--- config.mk ---
export PLATFORM = sky130hd
export DESIGN_NAME = line_framer
export DESIGN_NICKNAME = d
export VERILOG_FILES = /design/src/verilog/framer_pkg.sv /design/src/verilog/tx_bit_if.sv /design/src/verilog/line_framer.sv /design/src/verilog/scrambler.sv /design/src/verilog/line_coder.sv
export VERILOG_INCLUDE_DIRS = /design/src /design/src/verilog
export SDC_FILE = /design/constraint.sdc
export NUM_CORES = 1
export LEC_CHECK = 0
export ABC_AREA = 1
export BUFFER_PORTS_ARGS = -buffer_cell sky130_fd_sc_hd__clkbuf_2
export CAP_MARGIN = 20
export CORE_ASPECT_RATIO = 1.5
export CORE_MARGIN = 4
export CORE_UTILIZATION = 50
export CTS_BUF_LIST = sky130_fd_sc_hd__clkbuf_4 sky130_fd_sc_hd__clkbuf_8
export DETAILED_ROUTE_END_ITERATION = 10
export GPL_TIMING_DRIVEN = 0
export PLACE_DENSITY_LB_ADDON = 0.15
export SLEW_MARGIN = 20
export SYNTH_ARGS = -nofsm -noshare
export SYNTH_HDL_FRONTEND = slang
export SYNTH_SLANG_ARGS = --single-unit
--- constraint.sdc ---
create_clock -name aclk -period 3.5 [get_ports aclk]
set_clock_uncertainty 0.05 [all_clocks]
set_input_delay 0.525 -clock aclk [delete_from_list [all_inputs] [get_ports aclk]]
set_output_delay 0.525 -clock aclk [all_outputs]
set_load 0.005 [all_outputs]
--- src/verilog/framer_params.svh ---
// constants for the subscriber line framer: rates, frame layout, register map and fields
// assumes a 10 MHz system clock and one aligned 32-bit word per register
//
// Overview of operation
// - diagnostics bits 4-7 all ones select a default mode chosen by bit 3
// - control write with bit 2 zero clears diagnostics at the next frame pulse
// - status byte plus received housekeeping bit go out on the control channel
// - modem operation makes the control port a plain serial control-only stream
// - modem control bits move on the bit clock, strobe marks channel boundaries
// - differential encoding, output is previous output xor current scrambled bit
// - biphase code, mid-cell rising edge means one, falling means zero
// - line output held at bias when disable pin high or diagnostics bit 6 set outside the default modes
// - 80 kbit/s frame carries sync, one D bit and B1
// - 160 kbit/s frame carries sync, housekeeping, two D bits, B1 and B2
// - with D-in-B set the D channel goes in the B1 timeslot
// - modem operation sends a continuous unframed stream, no sync, housekeeping or D
// - network-terminal operation inserts one bit of the 8-bit sync pattern in every frame
// - default modes run 80 or 160 kbit/s with all options off and housekeeping zero
// - diagnostics bit 4 forces loss of sync by corrupting the sync bit
`ifndef FRAMER_PARAMS_SVH
`define FRAMER_PARAMS_SVH

`define CLK_HZ 10000000
`define RATE_LO_BPS 80000
`define RATE_HI_BPS 160000
`define HALF_LO (`CLK_HZ / (2 * `RATE_LO_BPS))
`define HALF_HI (`CLK_HZ / (2 * `RATE_HI_BPS))
`define HALF_W 7
`define POS_W 5
`define FRAME_BITS_LO 5'h0a
`define FRAME_BITS_HI 5'h14
`define MODEM_BITS 5'h10
`define SYNC_PATTERN 8'h1b
`define SCR_LEN 7
`define SCR_TAP_A 6
`define SCR_TAP_B 5

`define ADDR_W 8
`define REG_CTRL 8'h00
`define REG_DIAG 8'h04
`define REG_STAT 8'h08
`define REG_MODE 8'h0c
`define REG_B1 8'h10
`define REG_B2 8'h14
`define REG_D 8'h18
`define REG_CIN 8'h1c
`define RESP_OKAY 2'h0
`define RESP_SLVERR 2'h2

`define CTL_DIAG_RST 2
`define CTL_RATE 3
`define CTL_D_IN_B 4
`define CTL_TXHK 7
`define DG_LOOP_LSB 2
`define DG_LOOP_MSB 3
`define DG_SEL 3
`define DG_UNSYNC 4
`define DG_MUTE 6
`define DG_DEF_LSB 4
`define DG_DEF_MSB 7
`define LOOP_LINE 2'h1
`define LOOP_SYS 2'h2
`define MODE_MODEM 0
`define MODE_MASTER 1

`endif

--- src/verilog/framer_pkg.sv ---
// types shared by the line framer modules
// assumes nothing beyond a SystemVerilog compiler
package framer_pkg;
  typedef enum logic [1:0] {
    SLOT_SYNC = 2'b00,
    SLOT_HOUSE = 2'b01,
    SLOT_D = 2'b10,
    SLOT_B = 2'b11
  } slot_e;
  typedef logic [7:0] byte_t;
endpackage

--- src/verilog/tx_bit_if.sv ---
// bit timing and data handed from the framer to the line coder
// assumes the half-cell enable coincides with the bit enable at cell start
interface tx_bit_if;
  logic bit_en;
  logic half_en;
  logic data;
  modport src(output bit_en, half_en, data);
  modport dst(input bit_en, half_en, data);
endinterface

--- src/verilog/line_framer.sv ---
// transmit line framer with register file on an AXI4-Lite slave
// assumes all pins synchronous to aclk; receive bits arrive at the local bit rate
//
// Added by the designer: the AXI4-Lite slave port and the placing of the registers.
`include "framer_params.svh"
module line_framer (
  // clock and reset
  input wire logic aclk,
  input wire logic aresetn,
  // axi4-lite write
  input wire logic [`ADDR_W-1:0] awaddr,
  input wire logic awvalid,
  output logic awready,
  input wire logic [31:0] wdata,
  input wire logic [3:0] wstrb,
  input wire logic wvalid,
  output logic wready,
  output logic [1:0] bresp,
  output logic bvalid,
  input wire logic bready,
  // axi4-lite read
  input wire logic [`ADDR_W-1:0] araddr,
  input wire logic arvalid,
  output logic arready,
  output logic [31:0] rdata,
  output logic [1:0] rresp,
  output logic rvalid,
  input wire logic rready,
  // line side
  input wire logic line_tx_disable_pin,
  input wire logic rx_line_bit,
  input wire logic rx_housekeeping_bit,
  output logic line_out_level,
  output logic line_out_bias,
  // system side
  input wire logic sys_data_in,
  output logic sys_data_out,
  input wire logic ctrl_data_in,
  output logic ctrl_data_out,
  output logic tx_bit_clk,
  output logic channel_delimit_strobe,
  output logic frame_pulse
);
  ////////////////////////////////////////////////////////////////////////////
  framer_pkg::byte_t ctrl_q, diag_q, mode_q, b1_q, b2_q, d_q, cin_q;
  framer_pkg::byte_t b1_s_q, b2_s_q, d_s_q;
  framer_pkg::byte_t eff_ctrl, eff_diag, status;
  logic diag_rst_pend_q;
  logic default_mode, rate_hi, modem_op, master_op, network_terminal_op, slave_op;
  logic dchan_in_bchan, force_out_of_sync, line_tx_mute_bit, housekeeping_bit, mute;
  logic [1:0] loop_sel;

  assign default_mode = &diag_q[`DG_DEF_MSB:`DG_DEF_LSB];
  // default modes clear every option and diagnostic, take the rate from diagnostics bit 3
  assign eff_ctrl = default_mode ? {4'h0, diag_q[`DG_SEL], 3'h0} : ctrl_q;
  assign eff_diag = default_mode ? 8'h00 : diag_q;
  assign rate_hi = eff_ctrl[`CTL_RATE];
  assign dchan_in_bchan = eff_ctrl[`CTL_D_IN_B];
  assign housekeeping_bit = eff_ctrl[`CTL_TXHK];
  assign modem_op = mode_q[`MODE_MODEM];
  assign master_op = mode_q[`MODE_MASTER];
  assign network_terminal_op = ~modem_op;
  assign slave_op = ~master_op;
  assign force_out_of_sync = eff_diag[`DG_UNSYNC];
  assign line_tx_mute_bit = eff_diag[`DG_MUTE];
  assign loop_sel = eff_diag[`DG_LOOP_MSB:`DG_LOOP_LSB];
  assign mute = line_tx_disable_pin | line_tx_mute_bit;

  ////////////////////////////////////////////////////////////////////////////
  // bit timing: half-cell divider, cell enable, frame position
  logic [`HALF_W-1:0] half_cnt_q, half_lim;
  logic phase_q, half_en, bit_en, frame_end;
  logic [`POS_W-1:0] pos_q, frame_len;

  assign half_lim = rate_hi ? `HALF_W'(`HALF_HI - 1) : `HALF_W'(`HALF_LO - 1);
  assign half_en = half_cnt_q >= half_lim;
  assign bit_en = half_en & phase_q;
  assign frame_len = modem_op ? `MODEM_BITS : (rate_hi ? `FRAME_BITS_HI : `FRAME_BITS_LO);
  assign frame_end = bit_en & (pos_q >= frame_len - 5'h01);

  always_ff @(posedge aclk) begin
    if (!aresetn) begin
      half_cnt_q <= '0;
      phase_q <= 1'b1;
    end else if (half_en) begin
      half_cnt_q <= '0;
      phase_q <= ~phase_q;
    end else begin
      half_cnt_q <= half_cnt_q + `HALF_W'(1);
    end
  end

  always_ff @(posedge aclk) begin
    if (!aresetn) begin
      pos_q <= '0;
    end else if (frame_end) begin
      pos_q <= '0;
    end else if (bit_en) begin
      pos_q <= pos_q + 5'h01;
    end
  end

  always_ff @(posedge aclk) begin
    if (!aresetn) begin
      frame_pulse <= 1'b0;
      tx_bit_clk <= 1'b0;
    end else begin
      frame_pulse <= frame_end;
      tx_bit_clk <= bit_en;
    end
  end

  // payload for the next frame is latched as the current one ends
  always_ff @(posedge aclk) begin
    if (!aresetn) begin
      b1_s_q <= '0;
      b2_s_q <= '0;
      d_s_q <= '0;
    end else if (frame_end) begin
      b1_s_q <= b1_q;
      b2_s_q <= b2_q;
      d_s_q <= d_q;
    end
  end

  ////////////////////////////////////////////////////////////////////////////
  // frame assembly
  framer_pkg::slot_e slot;
  logic [2:0] bidx, sync_idx_q, dptr_q;
  logic use_b2, raw_bit;

  always_comb begin
    slot = framer_pkg::SLOT_B;
    bidx = 3'h0;
    use_b2 = 1'b0;
    if (modem_op) begin
      // continuous stream, no framing bits at all
      use_b2 = pos_q[3];
      bidx = ~pos_q[2:0];
    end else if (!rate_hi) begin
      if (pos_q == 5'h00) begin
        slot = framer_pkg::SLOT_SYNC;
      end else if (pos_q == 5'h01) begin
        slot = framer_pkg::SLOT_D;
      end else begin
        bidx = 3'(5'h09 - pos_q);
      end
    end else begin
      if (pos_q == 5'h00) begin
        slot = framer_pkg::SLOT_SYNC;
      end else if (pos_q == 5'h01) begin
        slot = framer_pkg::SLOT_HOUSE;
      end else if (pos_q < 5'h04) begin
        slot = framer_pkg::SLOT_D;
      end else begin
        use_b2 = pos_q >= 5'h0c;
        bidx = 3'(5'h0b - pos_q);
      end
    end
  end

  always_comb begin
    case (slot)
      framer_pkg::SLOT_SYNC: begin
        raw_bit = 1'(`SYNC_PATTERN >> sync_idx_q) ^ force_out_of_sync;
      end
      framer_pkg::SLOT_HOUSE: raw_bit = housekeeping_bit;
      framer_pkg::SLOT_D: raw_bit = dchan_in_bchan ? 1'b0 : d_s_q[dptr_q];
      framer_pkg::SLOT_B: begin
        if (use_b2) begin
          raw_bit = b2_s_q[bidx];
        end else if (dchan_in_bchan && !modem_op) begin
          raw_bit = d_s_q[bidx];
        end else begin
          raw_bit = b1_s_q[bidx];
        end
      end
      default: raw_bit = 1'b0;
    endcase
  end

  always_ff @(posedge aclk) begin
    if (!aresetn) begin
      sync_idx_q <= '0;
      dptr_q <= '0;
    end else if (bit_en) begin
      if (slot == framer_pkg::SLOT_SYNC && !modem_op) begin
        sync_idx_q <= sync_idx_q + 3'h1;
      end
      if (slot == framer_pkg::SLOT_D && !modem_op && !dchan_in_bchan) begin
        dptr_q <= dptr_q + 3'h1;
      end
    end
  end

  ////////////////////////////////////////////////////////////////////////////
  // scrambling, coding, receive path and loopbacks
  tx_bit_if bits();
  logic tx_scr, rx_descr;

  scrambler #(.descr(1'b0)) u_scr (
    .aclk(aclk),
    .aresetn(aresetn),
    .en(bit_en),
    .din(raw_bit),
    .dout(tx_scr)
  );

  scrambler #(.descr(1'b1)) u_descr (
    .aclk(aclk),
    .aresetn(aresetn),
    .en(bit_en),
    .din(loop_sel == `LOOP_LINE ? tx_scr : rx_line_bit),
    .dout(rx_descr)
  );

  assign bits.bit_en = bit_en;
  assign bits.half_en = half_en;
  assign bits.data = tx_scr;

  line_coder u_coder (
    .aclk(aclk),
    .aresetn(aresetn),
    .bits(bits),
    .mute(mute),
    .line_level(line_out_level),
    .line_bias(line_out_bias)
  );

  always_ff @(posedge aclk) begin
    if (!aresetn) begin
      sys_data_out <= 1'b0;
    end else if (bit_en) begin
      sys_data_out <= loop_sel == `LOOP_SYS ? sys_data_in : rx_descr;
    end
  end

  ////////////////////////////////////////////////////////////////////////////
  // control channel, one byte per eight bit cells
  logic [2:0] cbit_q;
  framer_pkg::byte_t cout_sh_q, cin_sh_q;

  // housekeeping does not exist in modem operation
  assign status = {modem_op ? 1'b0 : rx_housekeeping_bit, force_out_of_sync, modem_op,
                   rate_hi, default_mode, mute, loop_sel};

  always_ff @(posedge aclk) begin
    if (!aresetn) begin
      cbit_q <= '0;
      cout_sh_q <= '0;
      cin_sh_q <= '0;
      cin_q <= '0;
      ctrl_data_out <= 1'b0;
      channel_delimit_strobe <= 1'b0;
    end else begin
      channel_delimit_strobe <= bit_en & (cbit_q == 3'h0);
      if (bit_en) begin
        cbit_q <= cbit_q + 3'h1;
        if (cbit_q == 3'h0) begin
          ctrl_data_out <= status[7];
          cout_sh_q <= {status[6:0], 1'b0};
        end else begin
          ctrl_data_out <= cout_sh_q[7];
          cout_sh_q <= {cout_sh_q[6:0], 1'b0};
        end
        cin_sh_q <= {cin_sh_q[6:0], ctrl_data_in};
        if (cbit_q == 3'h7) begin
          cin_q <= {cin_sh_q[6:0], ctrl_data_in};
        end
      end
    end
  end

  ////////////////////////////////////////////////////////////////////////////
  // axi4-lite slave
  logic aw_full_q, w_full_q, do_write;
  logic [`ADDR_W-1:0] aw_addr_q;
  framer_pkg::byte_t w_byte_q;
  logic w_lane_q, wr_hit;

  assign awready = ~aw_full_q & ~bvalid;
  assign wready = ~w_full_q & ~bvalid;
  assign arready = ~rvalid;
  assign do_write = aw_full_q & w_full_q & ~bvalid;
  assign wr_hit = aw_addr_q == `REG_CTRL || aw_addr_q == `REG_DIAG || aw_addr_q == `REG_MODE
                  || aw_addr_q == `REG_B1 || aw_addr_q == `REG_B2 || aw_addr_q == `REG_D;

  always_ff @(posedge aclk) begin
    if (!aresetn) begin
      aw_full_q <= 1'b0;
      w_full_q <= 1'b0;
      aw_addr_q <= '0;
      w_byte_q <= '0;
      w_lane_q <= 1'b0;
      bvalid <= 1'b0;
      bresp <= `RESP_OKAY;
    end else begin
      if (awvalid && awready) begin
        aw_full_q <= 1'b1;
        aw_addr_q <= awaddr;
      end
      if (wvalid && wready) begin
        w_full_q <= 1'b1;
        w_byte_q <= wdata[7:0];
        w_lane_q <= wstrb[0];
      end
      if (do_write) begin
        aw_full_q <= 1'b0;
        w_full_q <= 1'b0;
        bvalid <= 1'b1;
        bresp <= wr_hit ? `RESP_OKAY : `RESP_SLVERR;
      end else if (bvalid && bready) begin
        bvalid <= 1'b0;
      end
    end
  end

  logic wr_en;
  assign wr_en = do_write & w_lane_q;

  always_ff @(posedge aclk) begin
    if (!aresetn) begin
      ctrl_q <= '0;
      mode_q <= '0;
      b1_q <= '0;
      b2_q <= '0;
      d_q <= '0;
    end else if (wr_en) begin
      if (aw_addr_q == `REG_CTRL) ctrl_q <= w_byte_q;
      if (aw_addr_q == `REG_MODE) mode_q <= w_byte_q;
      if (aw_addr_q == `REG_B1) b1_q <= w_byte_q;
      if (aw_addr_q == `REG_B2) b2_q <= w_byte_q;
      if (aw_addr_q == `REG_D) d_q <= w_byte_q;
    end
  end

  // a pending diagnostics reset fires at the frame pulse; a new request wins over
  // the clear of the pending flag, a diagnostics write wins over the reset
  always_ff @(posedge aclk) begin
    if (!aresetn) begin
      diag_q <= '0;
      diag_rst_pend_q <= 1'b0;
    end else begin
      if (wr_en && aw_addr_q == `REG_DIAG) begin
        diag_q <= w_byte_q;
      end else if (frame_end && diag_rst_pend_q) begin
        diag_q <= '0;
      end
      if (wr_en && aw_addr_q == `REG_CTRL) begin
        diag_rst_pend_q <= ~w_byte_q[`CTL_DIAG_RST];
      end else if (frame_end) begin
        diag_rst_pend_q <= 1'b0;
      end
    end
  end

  always_ff @(posedge aclk) begin
    if (!aresetn) begin
      rvalid <= 1'b0;
      rdata <= '0;
      rresp <= `RESP_OKAY;
    end else if (arvalid && arready) begin
      rvalid <= 1'b1;
      rresp <= `RESP_OKAY;
      case (araddr)
        `REG_CTRL: rdata <= {24'h0, ctrl_q};
        `REG_DIAG: rdata <= {24'h0, diag_q};
        `REG_STAT: rdata <= {24'h0, status};
        `REG_MODE: rdata <= {24'h0, mode_q};
        `REG_B1: rdata <= {24'h0, b1_q};
        `REG_B2: rdata <= {24'h0, b2_q};
        `REG_D: rdata <= {24'h0, d_q};
        `REG_CIN: rdata <= {24'h0, cin_q};
        default: begin
          rdata <= '0;
          rresp <= `RESP_SLVERR;
        end
      endcase
    end else if (rvalid && rready) begin
      rvalid <= 1'b0;
    end
  end
endmodule

--- src/verilog/scrambler.sv ---
// self-synchronising scrambler, or descrambler when descr is set
// assumes en is a one-cycle pulse per line bit
`include "framer_params.svh"
module scrambler #(
  parameter bit descr = 1'b0
) (
  // clock and reset
  input wire logic aclk,
  input wire logic aresetn,
  // bit stream
  input wire logic en,
  input wire logic din,
  output logic dout
);
  logic [`SCR_LEN-1:0] sr_q;
  logic mix;

  assign mix = din ^ sr_q[`SCR_TAP_A] ^ sr_q[`SCR_TAP_B];

  always_ff @(posedge aclk) begin
    if (!aresetn) begin
      sr_q <= '0;
      dout <= 1'b0;
    end else if (en) begin
      // one input one leaves the all-zero state
      sr_q <= {sr_q[`SCR_LEN-2:0], descr ? din : mix};
      dout <= mix;
    end
  end
endmodule

--- src/verilog/line_coder.sv ---
// differential plus biphase line coder with bias forcing
// assumes bit_en arrives together with half_en at the start of each cell
`include "framer_params.svh"
module line_coder (
  // clock and reset
  input wire logic aclk,
  input wire logic aresetn,
  // bit feed
  tx_bit_if.dst bits,
  input wire logic mute,
  // line
  output logic line_level,
  output logic line_bias
);
  logic diff_q;
  logic diff_d;

  assign diff_d = diff_q ^ bits.data;

  always_ff @(posedge aclk) begin
    if (!aresetn) begin
      diff_q <= 1'b0;
    end else if (bits.bit_en) begin
      diff_q <= diff_d;
    end
  end

  always_ff @(posedge aclk) begin
    if (!aresetn) begin
      line_level <= 1'b0;
    end else if (mute) begin
      line_level <= 1'b0;
    end else if (bits.bit_en) begin
      line_level <= ~diff_d;
    end else if (bits.half_en) begin
      line_level <= diff_q;
    end
  end

  always_ff @(posedge aclk) begin
    if (!aresetn) begin
      line_bias <= 1'b1;
    end else begin
      line_bias <= mute;
    end
  end
endmodule

After elaboration in Yosys (flattened, before gate mapping)
Index checks and enable logic that the tools add are counted.
{"block": "op_classes", "n_addsub": 8, "n_lt_le_gt_ge": 6, "n_eq_ne": 19, "n_shift": 1, "n_mux": 54, "bitwise": 24, "reduce_logical": 43}
{"op": "one-hot mux 8 bit (8 select lines)", "n": 1}
{"op": "equality test 8 x 5 -> 1 bit, second input constant", "n": 7}
{"op": "2-to-1 mux 8 bit", "n": 4}
{"op": "2-to-1 mux 1 bit", "n": 26}
{"op": "equality test 8 x 4 -> 1 bit, second input constant", "n": 3}
{"op": "2-to-1 mux 3 bit", "n": 7}
{"op": "equality test 8 x 3 -> 1 bit, second input constant", "n": 2}
{"op": "zero test 8 bit", "n": 2}
{"op": "AND reduction 2 bit", "n": 8}
{"op": "2-to-1 mux 2 bit", "n": 7}
{"op": "binary-select mux 1 bit (select 3 bit)", "n": 4}
{"op": "logical AND 1 bit", "n": 12}
{"op": "2-to-1 mux 5 bit", "n": 2}
{"op": "nonzero test 2 bit", "n": 5}
{"op": "adder 3 x 1 -> 3 bit, second input constant", "n": 3}
{"op": "AND 1 bit", "n": 8}
{"op": "less-than comparator 3 x 4 -> 1 bit, second input constant", "n": 2}
{"op": "inverter 1 bit", "n": 8}
{"op": "OR reduction 2 bit", "n": 4}
{"op": "OR reduction 8 bit", "n": 1}
{"op": "adder 7 x 1 -> 7 bit, second input constant", "n": 1}
{"op": ">= comparator 7 x 6 -> 1 bit", "n": 1}
{"op": "2-to-1 mux 7 bit", "n": 1}
{"op": "equality test 2 bit, second input constant", "n": 3}
{"op": "22 further kinds", "n": 33}
{"block": "word_totals", "reg_bits": 199, "input_bits": 64, "out_inout_bits": 48, "word_cells": 196}

Longest topological paths before layout
{"block": "logic_depth", "ltp_word": 13, "mapped_depth": 20, "ltp_nobuf": 19}

Hierarchy
From an unflattened synthesis, not the netlist that was laid out.
{"block": "hier_totals", "hier_cells": 1032, "area_unflattened_um2": 7754.9}
{"module": "line_framer", "instances": 1, "cells_per_inst": 937, "area_each_um2": 7044.3, "seq_area_each_um2": 3062.9}
{"module": "scrambler (u_descr)", "instances": 1, "cells_per_inst": 40, "area_each_um2": 306.5, "seq_area_each_um2": 160.2}
{"module": "scrambler (u_scr)", "instances": 1, "cells_per_inst": 35, "area_each_um2": 266.5, "seq_area_each_um2": 140.1}
{"module": "line_coder", "instances": 1, "cells_per_inst": 20, "area_each_um2": 137.6, "seq_area_each_um2": 60.1}

Worst setup path before layout
OpenSTA, ideal clock, no wires.
{"block": "synth_timing", "path_kind": "register -> register", "from": "register diag_q[4]", "to": "register b1_s_q[4]", "setup_time_ns": 0.074, "t_arrival_ns": 2.455, "required_time_ns": 3.376, "slack_ns": 0.921, "path_stages_with_launch": 18, "n_path_buf": 1, "period_less_slack_ns": 2.579, "cell_sequence": "dfxtp_1 -> nand2_4 -> nor2_8 -> nand2_4 -> nand2_4 -> inv_2 -> ha_1 -> nand2_1 -> nor2_1 -> o21ai_1 -> nand3_1 -> inv_1 -> nor2_2 -> nand2_1 -> nor2_1 -> inv_1 -> clkbuf_1 -> o21ai_0"}
{"block": "synth_between", "elab_chain_cells": 7, "word_cells_on_any_way": 10, "cone_classes": "1 x add/sub; 2 x order compare; 4 x mux; 2 x bitwise; 1 x reduce/logical"}
{"item": "start: declaration", "line_no": "line_framer.sv:45", "rtl": "framer_pkg::byte_t ctrl_q, diag_q, mode_q, b1_q, b2_q, d_q, cin_q;"}
{"item": "start signal: assignment", "line_no": "line_framer.sv:345", "rtl": "diag_q <= w_byte_q;"}
{"item": "AND reduction 4 bit *", "line_no": "line_framer.sv:53", "rtl": "assign default_mode = &diag_q[`DG_DEF_MSB:`DG_DEF_LSB];"}
{"item": "2-to-1 mux 8 bit *", "line_no": "line_framer.sv:55", "rtl": "assign eff_ctrl = default_mode ? {4'h0, diag_q[`DG_SEL], 3'h0} : ctrl_q;"}
{"item": "2-to-1 mux 5 bit (no source line)"}
{"item": "2-to-1 mux 5 bit", "line_no": "line_framer.sv:78", "rtl": "assign frame_len = modem_op ? `MODEM_BITS : (rate_hi ? `FRAME_BITS_HI : `FRAME_BITS_LO);"}
{"item": "subtractor 5 x 1 -> 5 bit", "line_no": "line_framer.sv:79", "rtl": "assign frame_end = bit_en & (pos_q >= frame_len - 5'h01);"}
{"item": ">= comparator 5 bit", "line_no": "line_framer.sv:79"}
{"item": "AND 1 bit *", "line_no": "line_framer.sv:79"}
{"item": "end signal: assignment", "line_no": "line_framer.sv:120", "rtl": "b1_s_q <= b1_q;"}
{"item": "end: declaration", "line_no": "line_framer.sv:46", "rtl": "framer_pkg::byte_t b1_s_q, b2_s_q, d_s_q;"}
Every way passes the cells marked *; elsewhere a longest branch is shown, timed or not.
A chain may end at the register's enable or synchronous reset.

Final worst setup path
{"block": "layout_timing", "from": "register diag_q[6]", "to": "register d_s_q[0]"}
{"block": "layout_between", "elab_chain_cells": 7, "word_cells_on_any_way": 10, "cone_classes": "1 x add/sub; 2 x order compare; 4 x mux; 2 x bitwise; 1 x reduce/logical"}
{"item": "AND reduction 4 bit *", "line_no": "line_framer.sv:53"}
{"item": "2-to-1 mux 8 bit *", "line_no": "line_framer.sv:55"}
{"item": "2-to-1 mux 5 bit (no source line)"}
{"item": "2-to-1 mux 5 bit", "line_no": "line_framer.sv:78"}
{"item": "subtractor 5 x 1 -> 5 bit", "line_no": "line_framer.sv:79"}
{"item": ">= comparator 5 bit", "line_no": "line_framer.sv:79"}
{"item": "AND 1 bit *", "line_no": "line_framer.sv:79"}
{"item": "end signal: assignment", "line_no": "line_framer.sv:122", "rtl": "d_s_q <= d_q;"}
{"item": "end: declaration", "line_no": "line_framer.sv:46"}
Marked as above.

==> metrics.cfg <==
[run_status]
status = finished clean

[routing]
ant_nets = 0
wl_per_cell_um = 16.1
drt_iter0_drc = 402
drc = 0
avgViaCountPerCell = 5.34
first_pass_iters = 5
num_vias = 7108
wirelength_mm = 21.4

[timing]
max-slew-margin-rel_pct = 36.6
worstMarginPinSlew_ns = 0.941
fin_crit_sh_pct = 91.0
setup_violations = 0
hold_violations = 0
fmax_mhz = 314
slew_violations = 0
fin_crit_ns = 3.19
rsz0062_at_grt = false

[global_routing]
grt_pass1_vias = 6730
grt_pass1_wl_mm = 34.0
overflow = 0
antenna_found_initial = 0
grt_start_max_net_pins = 17
grtUsageTotal_pct = 24.9

[layout]
areaGrowthSynthToFinish_pct = 13.3
fillers = 1519
post-route-util_pct = 57.8
instances_no_fill = 1332
final_net_count = 1201
drive_above_1_share_pct = 13.9
antenna_cells = 0
stdcell_area_sq_mm = 0.00876
multi_input_area_sq_mm = 0.00360
regArea_sq_mm = 0.00342

[floorplanning]
die_area_sq_mm = 0.0176
die_height_um = 160
die_x_um = 110
ios = 112
num_rows = 55
core-area_sq_mm = 0.0151
start_util_pct = 51.1

[synthesis]
synthesis.instances = 1018
yosysWarnings = 0
synth.largest_area_cell = dfxtp_1
synth_ff_type = dfxtp_1
ys_seq_elements = 171
ys_seq_area_share_pct = 44.3
synth_area_leaders = dfxtp_1 (44%), o21ai_0 (6.9%), nand2_1 (6.9%)
netlist_area_sq_mm = 0.00773
synth_top_cell_area_share_pct = 44.3
synth-edff-count = 0
syn_area_per_cell_sq_um = 7.59
synth_cell_type_count = 49
async_reset_ff_share_pct = 0

[clock_network]
cts_tree = done
cts_buffer_depth = 2
clkLatencyLatePin_ns = 0.46
cts_sinks = 171
cts_buffers = 17
clock-root-buffer = clkbuf_8
clk_pin_slew_worst_paths_ns = 0.09
ctsHtreeMaxLevel = 4

[worst_setup_path]
path_depth = 13
crit_family = simple AND/OR/NAND/NOR gates
path_class = reg2reg
cp_data_arrival_time_ns = 3.51
cp-end-kind = flip-flop
crit_path_max_incr_delay_ns = 0.49
cpMaxStageDelayCell = o221ai_1
crit_path_cell_trace = nand2_2 -> o21ai_4 -> nand2_4 -> nor2_1 -> inv_1 -> ha_1 -> nand4_1 -> o221ai_1 -> nand2_2 -> nor2_2 -> inv_1 -> clkbuf_1 -> o21ai_0
rrSetupSlack_ns = 0.31
startpoint_type = flip-flop
cp_max_fo = 10
reg2regPathDepth = 13
worst-path-buf-inv = 3
cp_data_required_time_ns = 3.83

[power_and_ir_drop]
p_per_area_mw_per_mm2 = 409
peakVddDrop_v = 0.000304
power_leakage_uw = 0.00367

[place]
dp_hpwl_mm = 16.5
place_congestion = 1.01
dp_cells = 1300
port_buffers = 58
dpl_cell_area_sq_mm = 0.00836

[flow_run]
maxCapViolCount = 0

[hold_path]
hold_depth = 3
hold_class = in2reg

==> cells in the mapped netlist (3+ instances only) <==
cell and instances:
nor2_1 118, nand2_2 9, xor2_1 4, a221oi_1 11, dfxtp_1 171, a32o_1 3
nand2_1 142, a21oi_1 82, o21ai_0 107, a211oi_1 17, clkbuf_1 31, o21a_1 4
nand4_1 4, buf_4 26, o21ai_1 4, o22ai_1 17, nor3_1 13, or2_2 3
ha_1 17, xnor2_1 5, a31oi_1 8, buf_6 4, nand2_4 5, nand3_1 72
a21oi_2 3, inv_1 108
==> repair_timing <==
action,in CTS,in global routing
pin swaps,0,0
hold buffers,0,0
hold endpoints to repair,0,0
resized for setup,1,5
buffers inserted,0,0
endpoints found under the setup margin,20,28
==> metal layers <==
metal / up-vias / share of wire [%] / routed length, um / global-route usage [%]
li1: 3559 / - / - / -
met1: 3254 / 40 / 8570 / 29.8
met2: 233 / 50 / 10700 / 42.6
met3: 62 / 5.3 / 1140 / 4.02
met4: 0 / 4.4 / 943 / 12.0
met5: - / 0 / 0 / 0
==> power by group <==
part | switching [uW] | internal, uW
clock | 771 | 596
sequential | 18.9 | 1970
combinational | 144 | 77.0
total | 934 | 2650
==> kinds of logic (layout without fill, tap and decap cells) <==
group	after synthesis	in the layout	share of synthesized area, %
other	1	26	0.0485
XOR/XNOR	9	9	1.02
flip-flops	171	171	44.3
buffers and inverters	177	267	10.5
AND/OR/NAND/NOR	377	377	21.7
adder cells (fa/ha/maj)	17	17	2.75
AO/OA/AOI/OAI	266	266	19.7
==> placed cells by master (no fill, tap or decap), types with 20 or more instances in the layout <==
cell type,count
clkbuf_2,59
clkbuf_8,20
nand3_1,72
buf_4,26
a21oi_1,82
nor2_1,117
conb_1,26
o21ai_0,107
nand2_1,141
clkbuf_1,30
dfxtp_1,170
inv_1,108
==> final timing paths <==
kind,from,end
hold / removal,awaddr[0],aw_addr_q[0]
setup / recovery,diag_q[6],d_s_q[0]
hold reg to reg,ctrl_q[5],ctrl_q[5]
setup reg to reg,diag_q[6],d_s_q[0]
==> worst reg2reg max path: stages (launching register included) <==
cell	delay (ns)
dfxtp_1	0.39
nand2_2	0.13
o21ai_4	0.24
nand2_4	0.14
nor2_1	0.15
inv_1	0.07
ha_1	0.31
nand4_1	0.10
o221ai_1	0.49
nand2_2	0.28
nor2_2	0.23
inv_1	0.11
clkbuf_1	0.22
o21ai_0	0.20
==> through the flow <==
stage	power [uW]	hold slack, ns	setup WS (ns)	TNS [ns]
floorplan	2170	0.374	0.921	0
global placement	2250	0.389	-0.0966	-0.749
detailed placement	2260	0.394	-0.113	-0.950
CTS	3600	0.251	0.0529	0
global route	3700	0.276	0.0203	0
finish	3580	0.262	0.314	0
==> cell type report <==
cell class / count / share of cell area [%]
Multi-Input combinational cell: 695 / 41.1
Sequential cell: 171 / 39.1
Inverter: 111 / 4.76
Buffer: 66 / 4.54
Timing Repair Buffer: 58 / 3.31
Tap cell: 199 / 2.84
Clock buffer: 18 / 2.83
Clock inverter: 14 / 1.51
(Power assumes the default switching activity.)
